--- src/hdl/clr_exec_pkg.sv ---
package clr_exec_pkg;

	////////////////////////////////////////////////////////////////////////////
	// Clock and instruction cycle
	localparam int unsigned CLK_PERIOD_NS = 100;
	localparam int unsigned PHASE_COUNT   = 4;
	localparam int unsigned INSTR_CYCLE_NS = CLK_PERIOD_NS * PHASE_COUNT;

	////////////////////////////////////////////////////////////////////////////
	// Register byte offsets
	localparam logic [7:0] ADDR_INSTR     = 8'h00;
	localparam logic [7:0] ADDR_WORK      = 8'h04;
	localparam logic [7:0] ADDR_STATUS    = 8'h08;
	localparam logic [7:0] ADDR_FILE_ADDR = 8'h0c;
	localparam logic [7:0] ADDR_FILE_DATA = 8'h10;
	localparam logic [7:0] ADDR_WDOG      = 8'h14;
	localparam logic [7:0] ADDR_WDOG_CFG  = 8'h18;

	////////////////////////////////////////////////////////////////////////////
	// Field positions, widths and file depth
	localparam int unsigned INSTR_W       = 14;
	localparam int unsigned BUSY_BIT      = 16;
	localparam int unsigned UNSUP_BIT     = 17;
	localparam int unsigned STAT_Z_BIT    = 2;
	localparam int unsigned STAT_PD_BIT   = 3;
	localparam int unsigned STAT_TO_BIT   = 4;
	localparam int unsigned WDOG_PRE_LSB  = 8;
	localparam int unsigned FILE_ADDR_W   = 7;
	localparam int unsigned FILE_DEPTH    = 128;
	localparam int unsigned DATA_W        = 8;
	localparam int unsigned WDOG_CNT_W    = 8;
	localparam int unsigned WDOG_PRE_W    = 8;

	////////////////////////////////////////////////////////////////////////////
	// Encodings
	localparam logic [6:0]  OPC_FILE_CLR = 7'h03;
	localparam logic [6:0]  OPC_WORK_CLR = 7'h02;
	localparam logic [13:0] OPC_WDOG_CLR = 14'h0064;

	////////////////////////////////////////////////////////////////////////////
	// Values after reset
	localparam logic [7:0]  WORK_RST      = 8'h00;
	localparam logic        Z_RST         = 1'b0;
	localparam logic        FLAG_N_RST    = 1'b1;
	localparam logic [7:0]  PRE_LIMIT_RST = 8'h0f;
	localparam logic [13:0] INSTR_RST     = 14'h0000;

	////////////////////////////////////////////////////////////////////////////
	// Types
	typedef enum logic [3:0] {
		OP_NONE = 4'b0001,
		OP_FILE = 4'b0010,
		OP_WORK = 4'b0100,
		OP_WDOG = 4'b1000
	} op_e;

	typedef enum logic [2:0] {
		ST_IDLE = 3'b001,
		ST_WAIT = 3'b010,
		ST_EXEC = 3'b100
	} state_e;

	function automatic op_e decode_op(input logic [13:0] w);
		if (w[13:7] == OPC_FILE_CLR)
			return OP_FILE;
		if (w[13:7] == OPC_WORK_CLR)
			return OP_WORK;
		if (w == OPC_WDOG_CLR)
			return OP_WDOG;
		return OP_NONE;
	endfunction : decode_op

endpackage : clr_exec_pkg

--- src/hdl/phase_gen.sv ---
`timescale 1ns/1ps
`default_nettype none

module phase_gen #(
	parameter int unsigned PHASES = clr_exec_pkg::PHASE_COUNT
) (
	// Clock and reset
	input  wire logic              mclk,
	input  wire logic              srst,
	// One-hot phase, bit 0 is the first phase
	output logic [PHASES-1:0]      phase
);

	if (PHASES < 2) begin : g_chk
		$error("phase_gen needs at least two phases");
	end

	always_ff @(posedge mclk) begin
		if (srst)
			phase <= PHASES'(1);
		else
			phase <= {phase[PHASES-2:0], phase[PHASES-1]};
	end

endmodule : phase_gen

`default_nettype wire

--- src/hdl/watchdog_unit.sv ---
`timescale 1ns/1ps
`default_nettype none

module watchdog_unit #(
	parameter int unsigned CNT_W = clr_exec_pkg::WDOG_CNT_W,
	parameter int unsigned PRE_W = clr_exec_pkg::WDOG_PRE_W
) (
	// Clock and reset
	input  wire logic              mclk,
	input  wire logic              srst,
	// Control
	input  wire logic              tick,
	input  wire logic              clear,
	input  wire logic [PRE_W-1:0]  prescale_limit,
	// State
	output logic [CNT_W-1:0]       count,
	output logic [PRE_W-1:0]       prescale,
	output logic                   expired
);

	if (CNT_W < 1 || PRE_W < 1) begin : g_chk
		$error("watchdog_unit widths must be at least one");
	end

	// Clear outranks a coincident tick
	always_ff @(posedge mclk) begin
		if (srst || clear) begin
			count    <= '0; // RULE3
			prescale <= '0; // RULE4
			expired  <= 1'b0;
		end else if (tick) begin
			// Lowered limit takes effect at once, no long wrap
			if (prescale >= prescale_limit) begin
				prescale <= '0;
				count    <= count + CNT_W'(1);
				expired  <= &count;
			end else begin
				prescale <= prescale + PRE_W'(1);
				expired  <= 1'b0;
			end
		end else begin
			expired <= 1'b0;
		end
	end

endmodule : watchdog_unit

`default_nettype wire

--- src/hdl/clear_instruction_exec.sv ---
// Behaviour
// [RULE1] A file-register clear writes zero to the register picked by the 7-bit operand and sets zero.
// [RULE2] A working-register clear loads zero into the working register and sets zero.
// [RULE3] A watchdog clear resets the watchdog counter to zero.
// [RULE4] A watchdog clear resets the watchdog prescaler to zero together with the counter.
// [RULE5] A watchdog clear sets the time-out and power-down flags to one and leaves other status alone.
// [RULE6] Each clear is one word and one instruction cycle, its effect landing in the fourth phase.
`timescale 1ns/1ps
`default_nettype none

module clear_instruction_exec #(
	parameter int unsigned ADDR_W = 8
) (
	// Clock and reset
	input  wire logic              mclk,
	input  wire logic              srst,
	// APB slave
	input  wire logic              psel,
	input  wire logic              penable,
	input  wire logic              pwrite,
	input  wire logic [ADDR_W-1:0] paddr,
	input  wire logic [31:0]       pwdata,
	output logic [31:0]            prdata,
	output logic                   pready,
	output logic                   pslverr,
	// Core events
	input  wire logic              sleep_req,
	// Watchdog
	output logic                   wdt_expired
);

	if (ADDR_W < 8) begin : g_chk
		$error("clear_instruction_exec needs an address of at least eight bits");
	end

	// Status fields share one bus word
	if (clr_exec_pkg::INSTR_W > clr_exec_pkg::BUSY_BIT
			|| clr_exec_pkg::UNSUP_BIT > 31) begin : g_chk_fields
		$error("clear_instruction_exec status fields do not fit the bus word");
	end

	if (clr_exec_pkg::WDOG_PRE_LSB < clr_exec_pkg::WDOG_CNT_W
			|| clr_exec_pkg::WDOG_PRE_LSB + clr_exec_pkg::WDOG_PRE_W > 32) begin : g_chk_wdog
		$error("clear_instruction_exec watchdog fields do not fit the bus word");
	end

	// Operand must reach every file register
	if (clr_exec_pkg::FILE_DEPTH != 2 ** clr_exec_pkg::FILE_ADDR_W) begin : g_chk_depth
		$error("clear_instruction_exec file depth does not match the operand width");
	end

	// Effects land in the fourth phase
	if (clr_exec_pkg::PHASE_COUNT != 4) begin : g_chk_phase
		$error("clear_instruction_exec needs four phases per instruction cycle");
	end

	localparam int unsigned DW = clr_exec_pkg::DATA_W;
	localparam int unsigned AW = clr_exec_pkg::FILE_ADDR_W;

	function automatic logic hit(input logic [ADDR_W-1:0] a, input logic [7:0] off);
		return a == ADDR_W'(off);
	endfunction : hit

	function automatic logic mapped(input logic [ADDR_W-1:0] a);
		return hit(a, clr_exec_pkg::ADDR_INSTR) || hit(a, clr_exec_pkg::ADDR_WORK)
			|| hit(a, clr_exec_pkg::ADDR_STATUS) || hit(a, clr_exec_pkg::ADDR_FILE_ADDR)
			|| hit(a, clr_exec_pkg::ADDR_FILE_DATA) || hit(a, clr_exec_pkg::ADDR_WDOG)
			|| hit(a, clr_exec_pkg::ADDR_WDOG_CFG);
	endfunction : mapped

	////////////////////////////////////////////////////////////////////////////
	// Declarations
	logic [clr_exec_pkg::PHASE_COUNT-1:0] phase;
	clr_exec_pkg::state_e                 state_q;
	clr_exec_pkg::op_e                    op_q;
	logic [clr_exec_pkg::INSTR_W-1:0]     instr_q;
	logic                                 unsup_q;
	logic [DW-1:0]                        work_q;
	logic                                 z_q;
	logic                                 timeout_flag_n;
	logic                                 powerdown_flag_n;
	logic [AW-1:0]                        file_addr_q;
	logic [DW-1:0]                        file_mem [clr_exec_pkg::FILE_DEPTH];
	logic [clr_exec_pkg::WDOG_PRE_W-1:0]  pre_limit_q;
	logic [clr_exec_pkg::WDOG_CNT_W-1:0]  watchdog_counter;
	logic [clr_exec_pkg::WDOG_PRE_W-1:0]  wdog_prescale;
	logic                                 wdog_expired;
	logic                                 access;
	logic                                 commit_wr;
	logic                                 busy;
	logic                                 q1;
	logic                                 q4;
	logic                                 exec_q4;
	logic                                 file_reg_clear_op;
	logic                                 work_reg_clear_op;
	logic                                 watchdog_clear_op;
	logic                                 wr_err;
	logic [31:0]                          rd_data;

	////////////////////////////////////////////////////////////////////////////
	// Instruction phases
	phase_gen #(
		.PHASES (clr_exec_pkg::PHASE_COUNT)
	) u_phase (
		.mclk  (mclk),
		.srst  (srst),
		.phase (phase)
	);

	assign q1      = phase[0];
	assign q4      = phase[clr_exec_pkg::PHASE_COUNT-1];
	assign busy    = state_q != clr_exec_pkg::ST_IDLE;
	assign exec_q4 = (state_q == clr_exec_pkg::ST_EXEC) && q4; // RULE6

	assign file_reg_clear_op = exec_q4 && (op_q == clr_exec_pkg::OP_FILE);
	assign work_reg_clear_op = exec_q4 && (op_q == clr_exec_pkg::OP_WORK);
	assign watchdog_clear_op = exec_q4 && (op_q == clr_exec_pkg::OP_WDOG);

	////////////////////////////////////////////////////////////////////////////
	// APB handshake
	assign access    = psel && penable;
	assign commit_wr = access && pready && pwrite && !pslverr;

	always_comb begin
		wr_err = !mapped(paddr);
		if (pwrite && hit(paddr, clr_exec_pkg::ADDR_WDOG))
			wr_err = 1'b1;
		if (pwrite && hit(paddr, clr_exec_pkg::ADDR_INSTR) && busy)
			wr_err = 1'b1;
	end

	always_comb begin
		rd_data = 32'h0000_0000;
		if (hit(paddr, clr_exec_pkg::ADDR_INSTR)) begin
			rd_data[clr_exec_pkg::INSTR_W-1:0] = instr_q;
			rd_data[clr_exec_pkg::BUSY_BIT]    = busy;
			rd_data[clr_exec_pkg::UNSUP_BIT]   = unsup_q;
		end
		if (hit(paddr, clr_exec_pkg::ADDR_WORK))
			rd_data[DW-1:0] = work_q;
		if (hit(paddr, clr_exec_pkg::ADDR_STATUS)) begin
			rd_data[clr_exec_pkg::STAT_Z_BIT]  = z_q;
			rd_data[clr_exec_pkg::STAT_PD_BIT] = powerdown_flag_n;
			rd_data[clr_exec_pkg::STAT_TO_BIT] = timeout_flag_n;
		end
		if (hit(paddr, clr_exec_pkg::ADDR_FILE_ADDR))
			rd_data[AW-1:0] = file_addr_q;
		if (hit(paddr, clr_exec_pkg::ADDR_FILE_DATA))
			rd_data[DW-1:0] = file_mem[file_addr_q];
		if (hit(paddr, clr_exec_pkg::ADDR_WDOG)) begin
			rd_data[clr_exec_pkg::WDOG_CNT_W-1:0] = watchdog_counter;
			rd_data[clr_exec_pkg::WDOG_PRE_LSB +: clr_exec_pkg::WDOG_PRE_W] = wdog_prescale;
		end
		if (hit(paddr, clr_exec_pkg::ADDR_WDOG_CFG))
			rd_data[clr_exec_pkg::WDOG_PRE_W-1:0] = pre_limit_q;
	end

	// One wait state: answer in the second access cycle
	always_ff @(posedge mclk) begin
		if (srst) begin
			pready  <= 1'b0;
			pslverr <= 1'b0;
			prdata  <= 32'h0000_0000;
		end else if (access && !pready) begin
			pready  <= 1'b1;
			pslverr <= wr_err;
			prdata  <= pwrite ? 32'h0000_0000 : rd_data;
		end else begin
			pready  <= 1'b0;
			pslverr <= 1'b0;
			prdata  <= 32'h0000_0000;
		end
	end

	////////////////////////////////////////////////////////////////////////////
	// Instruction sequencing
	always_ff @(posedge mclk) begin
		if (srst) begin
			state_q <= clr_exec_pkg::ST_IDLE;
			op_q    <= clr_exec_pkg::OP_NONE;
			instr_q <= clr_exec_pkg::INSTR_RST;
		end else begin
			unique case (state_q)
				clr_exec_pkg::ST_IDLE: begin
					if (commit_wr && hit(paddr, clr_exec_pkg::ADDR_INSTR)) begin
						instr_q <= pwdata[clr_exec_pkg::INSTR_W-1:0];
						state_q <= clr_exec_pkg::ST_WAIT;
					end
				end
				clr_exec_pkg::ST_WAIT: begin
					// Decode in the first phase
					if (q1) begin
						op_q    <= clr_exec_pkg::decode_op(instr_q); // RULE6
						state_q <= clr_exec_pkg::ST_EXEC;
					end
				end
				clr_exec_pkg::ST_EXEC: begin
					if (q4)
						state_q <= clr_exec_pkg::ST_IDLE; // RULE6
				end
			endcase
		end
	end

	// Word that is no clear is retired as a no-operation
	always_ff @(posedge mclk) begin
		if (srst)
			unsup_q <= 1'b0;
		else if (exec_q4)
			unsup_q <= op_q == clr_exec_pkg::OP_NONE;
	end

	////////////////////////////////////////////////////////////////////////////
	// Working register
	always_ff @(posedge mclk) begin
		if (srst)
			work_q <= clr_exec_pkg::WORK_RST;
		else if (work_reg_clear_op)
			work_q <= '0; // RULE2
		else if (commit_wr && hit(paddr, clr_exec_pkg::ADDR_WORK))
			work_q <= pwdata[DW-1:0];
	end

	////////////////////////////////////////////////////////////////////////////
	// Status flags
	always_ff @(posedge mclk) begin
		if (srst)
			z_q <= clr_exec_pkg::Z_RST;
		else if (file_reg_clear_op || work_reg_clear_op)
			z_q <= 1'b1; // RULE1 RULE2
		else if (commit_wr && hit(paddr, clr_exec_pkg::ADDR_STATUS))
			z_q <= pwdata[clr_exec_pkg::STAT_Z_BIT];
	end

	// Set by a watchdog clear wins over a coincident expiry
	always_ff @(posedge mclk) begin
		if (srst)
			timeout_flag_n <= clr_exec_pkg::FLAG_N_RST;
		else if (watchdog_clear_op)
			timeout_flag_n <= 1'b1; // RULE5
		else if (wdog_expired)
			timeout_flag_n <= 1'b0;
	end

	// Set by a watchdog clear wins over a coincident sleep
	always_ff @(posedge mclk) begin
		if (srst)
			powerdown_flag_n <= clr_exec_pkg::FLAG_N_RST;
		else if (watchdog_clear_op)
			powerdown_flag_n <= 1'b1; // RULE5
		else if (sleep_req)
			powerdown_flag_n <= 1'b0;
	end

	////////////////////////////////////////////////////////////////////////////
	// File registers
	always_ff @(posedge mclk) begin
		if (srst)
			file_addr_q <= '0;
		else if (commit_wr && hit(paddr, clr_exec_pkg::ADDR_FILE_ADDR))
			file_addr_q <= pwdata[AW-1:0];
	end

	// File-register clear outranks a bus write in the same cycle
	always_ff @(posedge mclk) begin
		if (srst) begin
			for (int i = 0; i < clr_exec_pkg::FILE_DEPTH; i++)
				file_mem[i] <= '0;
		end else if (file_reg_clear_op) begin
			file_mem[instr_q[AW-1:0]] <= '0; // RULE1
		end else if (commit_wr && hit(paddr, clr_exec_pkg::ADDR_FILE_DATA)) begin
			file_mem[file_addr_q] <= pwdata[DW-1:0];
		end
	end

	////////////////////////////////////////////////////////////////////////////
	// Watchdog
	always_ff @(posedge mclk) begin
		if (srst)
			pre_limit_q <= clr_exec_pkg::PRE_LIMIT_RST;
		else if (commit_wr && hit(paddr, clr_exec_pkg::ADDR_WDOG_CFG))
			pre_limit_q <= pwdata[clr_exec_pkg::WDOG_PRE_W-1:0];
	end

	// Ticks once per instruction cycle; the counter steps once every pre_limit_q + 1 ticks
	watchdog_unit #(
		.CNT_W (clr_exec_pkg::WDOG_CNT_W),
		.PRE_W (clr_exec_pkg::WDOG_PRE_W)
	) u_wdog (
		.mclk           (mclk),
		.srst           (srst),
		.tick           (q4),
		.clear          (watchdog_clear_op), // RULE3 RULE4
		.prescale_limit (pre_limit_q),
		.count          (watchdog_counter),
		.prescale       (wdog_prescale),
		.expired        (wdog_expired)
	);

	always_ff @(posedge mclk) begin
		if (srst)
			wdt_expired <= 1'b0;
		else
			wdt_expired <= wdog_expired;
	end

endmodule : clear_instruction_exec

`default_nettype wire

--- config.mk ---
export PLATFORM = sky130hd
export DESIGN_NAME = clear_instruction_exec
export DESIGN_NICKNAME = d
export VERILOG_FILES = /design/src/hdl/clr_exec_pkg.sv /design/src/hdl/phase_gen.sv /design/src/hdl/watchdog_unit.sv /design/src/hdl/clear_instruction_exec.sv
export SDC_FILE = /design/constraint.sdc
export NUM_CORES = 2
export LEC_CHECK = 0
export ABC_AREA = 1
export BUFFER_PORTS_ARGS = -buffer_cell sky130_fd_sc_hd__buf_2
export CAP_MARGIN = 20
export CORE_MARGIN = 1.5
export CORE_UTILIZATION = 55
export DETAILED_ROUTE_END_ITERATION = 8
export GPL_TIMING_DRIVEN = 0
export PLACE_DENSITY = 0.68
export SETUP_SLACK_MARGIN = 0.5
export SYNTH_ARGS = -nofsm -noshare
export SYNTH_HDL_FRONTEND = slang
export SYNTH_SLANG_ARGS = --single-unit
export TNS_END_PERCENT = 1
--- constraint.sdc ---
create_clock -name mclk -period 3.25 [get_ports mclk]
set_input_delay 0.65 -clock mclk [delete_from_list [all_inputs] [get_ports mclk]]
set_output_delay 0.65 -clock mclk [all_outputs]
set_load 0.005 [all_outputs]
Word level (Yosys, flattened, before mapping)

Memory sizes are Yosys's and may differ from the RTL's. A register that Yosys moved wholly into a read port is not among the register bits.
Index checks and enable logic that the tools add are counted.
Widths: inputs -> output; s select.

Register bits: 104
Memory bits (writable): 1024
Bits of input ports: 46
Output and inout port bits: 35
Logic and storage cells: 150
Memories kept: 1

Memories:

| memory   | words | width | read ports | clocked after memory_dff | write ports | line                         | RTL |
|---|---|---|---|---|---|---|---|
| file_mem | 128   | 8     | 1          | 1                        | 128         | clear_instruction_exec.sv:83 | `logic [DW-1:0] file_mem [clr_exec_pkg::FILE_DEPTH];` |

$add $sub $neg: 2
Order comparisons: 1
Equality and inequality tests: 20
Mux-type cells: 55
Bitwise logic cells: 5
Reduce and logical (&&, ||, !) cells: 45

Operators by type and width:

| kind                | number |
|---|---|
| $mux 8              | 6 |
| $mux 7              | 5 |
| $mux 1              | 31 |
| $mux 14             | 2 |
| $eq 8x5->1 const B  | 3 |
| $mux 4              | 6 |
| $logic_and 1x1->1   | 18 |
| $add 8x1->8 const B | 2 |
| $eq 8x4->1 const B  | 2 |
| $reduce_or 8->1     | 2 |
| $eq 14x7->1 const B | 1 |
| $eq 7x2->1 const B  | 2 |
| $mux 3              | 4 |
| $pmux 3 s3          | 1 |
| $eq 8x3->1 const B  | 1 |
| $ge 8x8->1          | 1 |
| $logic_not 8->1     | 1 |
| $logic_or 1x1->1    | 8 |
| $reduce_and 8->1    | 1 |
| $reduce_or 4->1     | 2 |
| $reduce_and 2->1    | 3 |
| $reduce_or 2->1     | 3 |
| $reduce_or 3->1     | 2 |
| $not 1->1           | 5 |
| other kinds (13)    | 16 |

Logic depth before layout (Yosys ltp)

Depth after elaboration: 17
Gate-level depth with buffers: 17

Cells and area by module

Synthesis repeated with hierarchy kept, for this count alone.

Cell total of the unflattened synthesis: 5402
Area total of the unflattened synthesis: 50744.9 um^2

Modules (own cells, without submodules):

| module                 | instances | cells an instance | area each (um^2) |
|---|---|---|---|
| clear_instruction_exec | 1         | 5246              | 49565.0 |
| watchdog_unit          | 1         | 143               | 1066.0 |
| phase_gen              | 1         | 13                | 113.9 |

Least setup slack after synthesis

No wires, ideal clock.

Path type: input to register
Start point: input port paddr[1]
End point: memory file_mem[68][0] in the netlist's numbering (enable)
Data arrival time: 2691 ps
Data required time: 2921 ps
Slack: 230 ps
Cell stages on the path: 14
Cell sequence: nor2_1 -> inv_2 -> nor2_2 -> inv_2 -> nor2_2 -> nand2_2 -> nor2_4 -> nand3_4 -> buf_6 -> o21ai_2 -> nand2_2 -> nor2_4 -> nand2_4 -> nand2_1

RTL lines:

| item        | line                         | RTL |
|---|---|---|
| from (decl) | clear_instruction_exec.sv:21 | `input wire logic [ADDR_W-1:0] paddr,` |
| to (decl)   | clear_instruction_exec.sv:83 |  |

==> flow_summary_export.csv <==
group,metric,value,unit
cts,clock_path_buffers,3,
power,max-vdd-ir-drop,0.000475,V
timing,relSlewSlack,15.0,%
setup_path,critical_path.slowest_cell,"dfxtp_1",
timing,whs,0.121,ns
grt,grt_usage,46.8,%
timing,rsz0062_at_grt,"true",
logic_synthesis,async_flop_share,0,%
flow_run,maxCapViolations,0,
timing,fin_crit,3.09,ns
logic_synthesis,synth_top_cell_by_area,"edfxtp_1",
logic_synthesis,synth_seq_area_share,64.3,%
cts,cts_sinks,1121,
setup_path,cp_top_family,"simple AND/OR/NAND/NOR gates",
cts,cts_made_buffers,114,
timing,fmax,324,MHz
cts,cts_tree,"done",
grt,grt_pass1_wl,300,mm
setup_path,required,3.87,ns
cts,clk_pin_slew,0.06,ns
die,std_cell_rows,111,
die,die_h,307,µm
cts,htreeDepth,3,
setup_path,critPathCaptureType,"flop",
logic_synthesis,synth_flop_cell,"edfxtp_1",
timing,tightestPinTransition,1.28,ns
drt,wl,225,mm
final_layout,register_area,0.0327,mm²
timing,post-route-period-util,95.1,%
logic_synthesis,yosysWarnings,0,
logic_synthesis,synth_enable_flop_cells,1024,
cts,clock_tree.root_cell,"clkbuf_16",
die,core-area,0.0917,mm²
final_layout,area_growth,19.8,%
grt,grt_max_degree,15,
setup_path,slowest_delay,0.52,ns
drt,drt_iter0_drc,8565,
drt,drc,0,
cts,clock_latency,0.75,ns
drt,first_pass_iters,9,
drt,route.vias.total,45000,
placement,dp_hpwl,159,mm
final_layout,multi_input_area,0.0181,mm²
die,die_area,0.0942,mm²
timing,fin_skew,0.0309,ns
setup_path,cp.arrival,3.71,ns
logic_synthesis,synth_seq_cells,1121,
timing,hold_violations,0,
final_layout,fillCellCount,7340,
status,status,"finished clean",
setup_path,crit_chain,"inv_1 > clkbuf_2 > clkbuf_2 > nand3_1 > nand3_1 > nand3_1 > nand2_1 > nand2_1 > nand3_1 > nand3_4 > nand3b_1 > nand2_1 > inv_1",
worst_hold_path,hold_path.class,"in2reg",
grt,overflow,0,
logic_synthesis,avgSynthCellArea,9.45,µm²
power,power.density,498,mW/mm²
setup_path,worstSetupStartpointType,"flop",
placement,portBuffers,47,
die,die_x,307,µm
logic_synthesis,synthCells,5375,
timing,tns,0,ns
final_layout,drive_above_1_share,17.2,%
setup_path,critPathKind,"reg2reg",
die,start_util,55.4,%
logic_synthesis,synth.distinct_cells,39,
timing,maxSlewViolCount,0,
logic_synthesis,synth_top_area_share,60.5,%
timing,setup-violations-final,0,
placement,place.gp.congestion,1.12,
power,p_leak,22.9,nW
final_layout,final_cell_mix,"nand2_1 (1,161), nor2_1 (1,077), edfxtp_1 (1,024)",
final_layout,final_common_cell,"nand2_1",
logic_synthesis,syn-cell-area,0.0508,mm²
drt,wl_per_cell,32.4,µm
grt,grt_pass1_vias,40400,
drt,postRouteAntennaNets,0,
grt,grt_antenna_before_repair,13,
final_layout,nets,5717,
setup_path,crit_fanout,10,
setup_path,cp_common_cell,"nand3_1",
drt,via_per_inst,6.48,
setup_path,path_buf_inv,4,
logic_synthesis,synthTopCellsByArea,"edfxtp_1 (61%), nand2_1 (10%), nand3_1 (9.7%)",
die,io_pins,81,
cts,hold_buffers,0,
==> registers in the layout, summed over array words and instances (netlist names), named ones only <==
name,cells
file_addr_q,7
file_mem,1024
instr_q,14
op_q,4
powerdown_flag_n,1
prdata,18
pre_limit_q,8
pready,1
pslverr,1
state_q,3
timeout_flag_n,1
u_phase.phase,4
u_wdog.count,8
u_wdog.expired,1
u_wdog.prescale,8
unsup_q,1
wdt_expired,1
work_q,8
z_q,1
==> final timing paths <==
path | slack (ns) | cells past startpoint | from | end
setup reg to reg | 0.16 | 13 | flop | prdata[6]
hold reg to reg | 0.41 | 2 | u_phase.phase[2] | u_phase.phase[3]
setup / recovery | 0.16 | 13 | flop | prdata[6]
hold / removal | 0.12 | 2 | sleep_req | powerdown_flag_n
==> report_power, final <==
part / total [mW] / internal (mW) / leakage (nW) / switching (mW)
Combinational: 0.925 / 0.230 / 9.73 / 0.695
Clock: 13.1 / 7.36 / 1.77 / 5.77
Sequential: 16.3 / 16.1 / 11.4 / 0.135
Total: 30.3 / 23.7 / 22.9 / 6.60
==> per-stage QoR <==
step	setup WS [ns]	area (µm²)	utilization [%]	instances	total power, mW
floorplan	0.425	51400	-	5388	17.0
global placement	-1.61	53100	57.9	6621	17.3
detailed placement	-1.36	53800	58.6	6662	17.4
CTS	0.199	59200	64.5	6894	30.0
global route	0.240	60900	66.4	6937	30.7
finish	0.160	60900	66.4	6940	30.3
==> per-layer routing <==
metal | global-route usage, % | vias up | part of all wire [%]
met5 | 1.09 | - | 0.12
met4 | 35.7 | 20 | 9.9
met3 | 19.6 | 1016 | 17
met2 | 64.7 | 4042 | 40
met1 | 57.8 | 21200 | 33
li1 | - | 18700 | -
==> layout make-up <==
cell class	instances	area share (%)
flip-flops and latches	1121	53.7
multi-input cells	3757	29.7
clock buffers	150	5.08
plain buffers	384	4.64
repair buffers	157	2.86
well taps	1186	2.44
clock inverters	55	0.801
inverters	126	0.781
diodes	4	0.0164
==> repair_timing <==
item,in CTS,in global routing
endpoints found under the setup margin,2045,2056
cloned,0,6
setup buffers,27,35
pin swaps,16,19
gates resized for setup,577,349
==> cells in the mapped netlist (2+ instances only) <==
| library cell | n |
|---|---|
| nand2_1 | 1372 |
| nor2_1 | 1084 |
| edfxtp_1 | 1024 |
| nand3_1 | 986 |
| clkbuf_1 | 326 |
| inv_1 | 112 |
| dfxtp_1 | 97 |
| o21ai_0 | 81 |
| a21oi_1 | 63 |
| nand2_2 | 49 |
| buf_1 | 35 |
| buf_4 | 21 |
| inv_2 | 13 |
| nor2_4 | 13 |
| ha_1 | 10 |
| nand4_1 | 9 |
| nor2_2 | 9 |
| nand2_4 | 8 |
| nor3_1 | 8 |
| a211oi_1 | 7 |
| o21ai_2 | 6 |
| o32ai_1 | 6 |
| nor4_1 | 5 |
| nand3b_1 | 4 |
| nor3_2 | 4 |
| o211ai_1 | 4 |
| xor2_1 | 4 |
| a221oi_1 | 2 |
| o21a_1 | 2 |
| o22ai_1 | 2 |
==> cells by family after synthesis <==
logic type	after synthesis	share of synthesized area (%)
other	1	0.00738
XOR/XNOR	4	0.0689
adder cells (fa/ha/maj)	10	0.246
AND/OR/NAND/NOR	3552	29.5
buffers and inverters	510	3.94
AO/OA/AOI/OAI	177	1.94
flip-flops	1121	64.3
==> worst register-to-register path, delay by kind of cell (launching register included) <==
kind                   cells  cell delay [ns]
and+or+nand+nor            9             1.65
buffers and inverters      4             0.85
DFF                        1             0.52
Note: power is estimated with default switching activity, not from simulation.
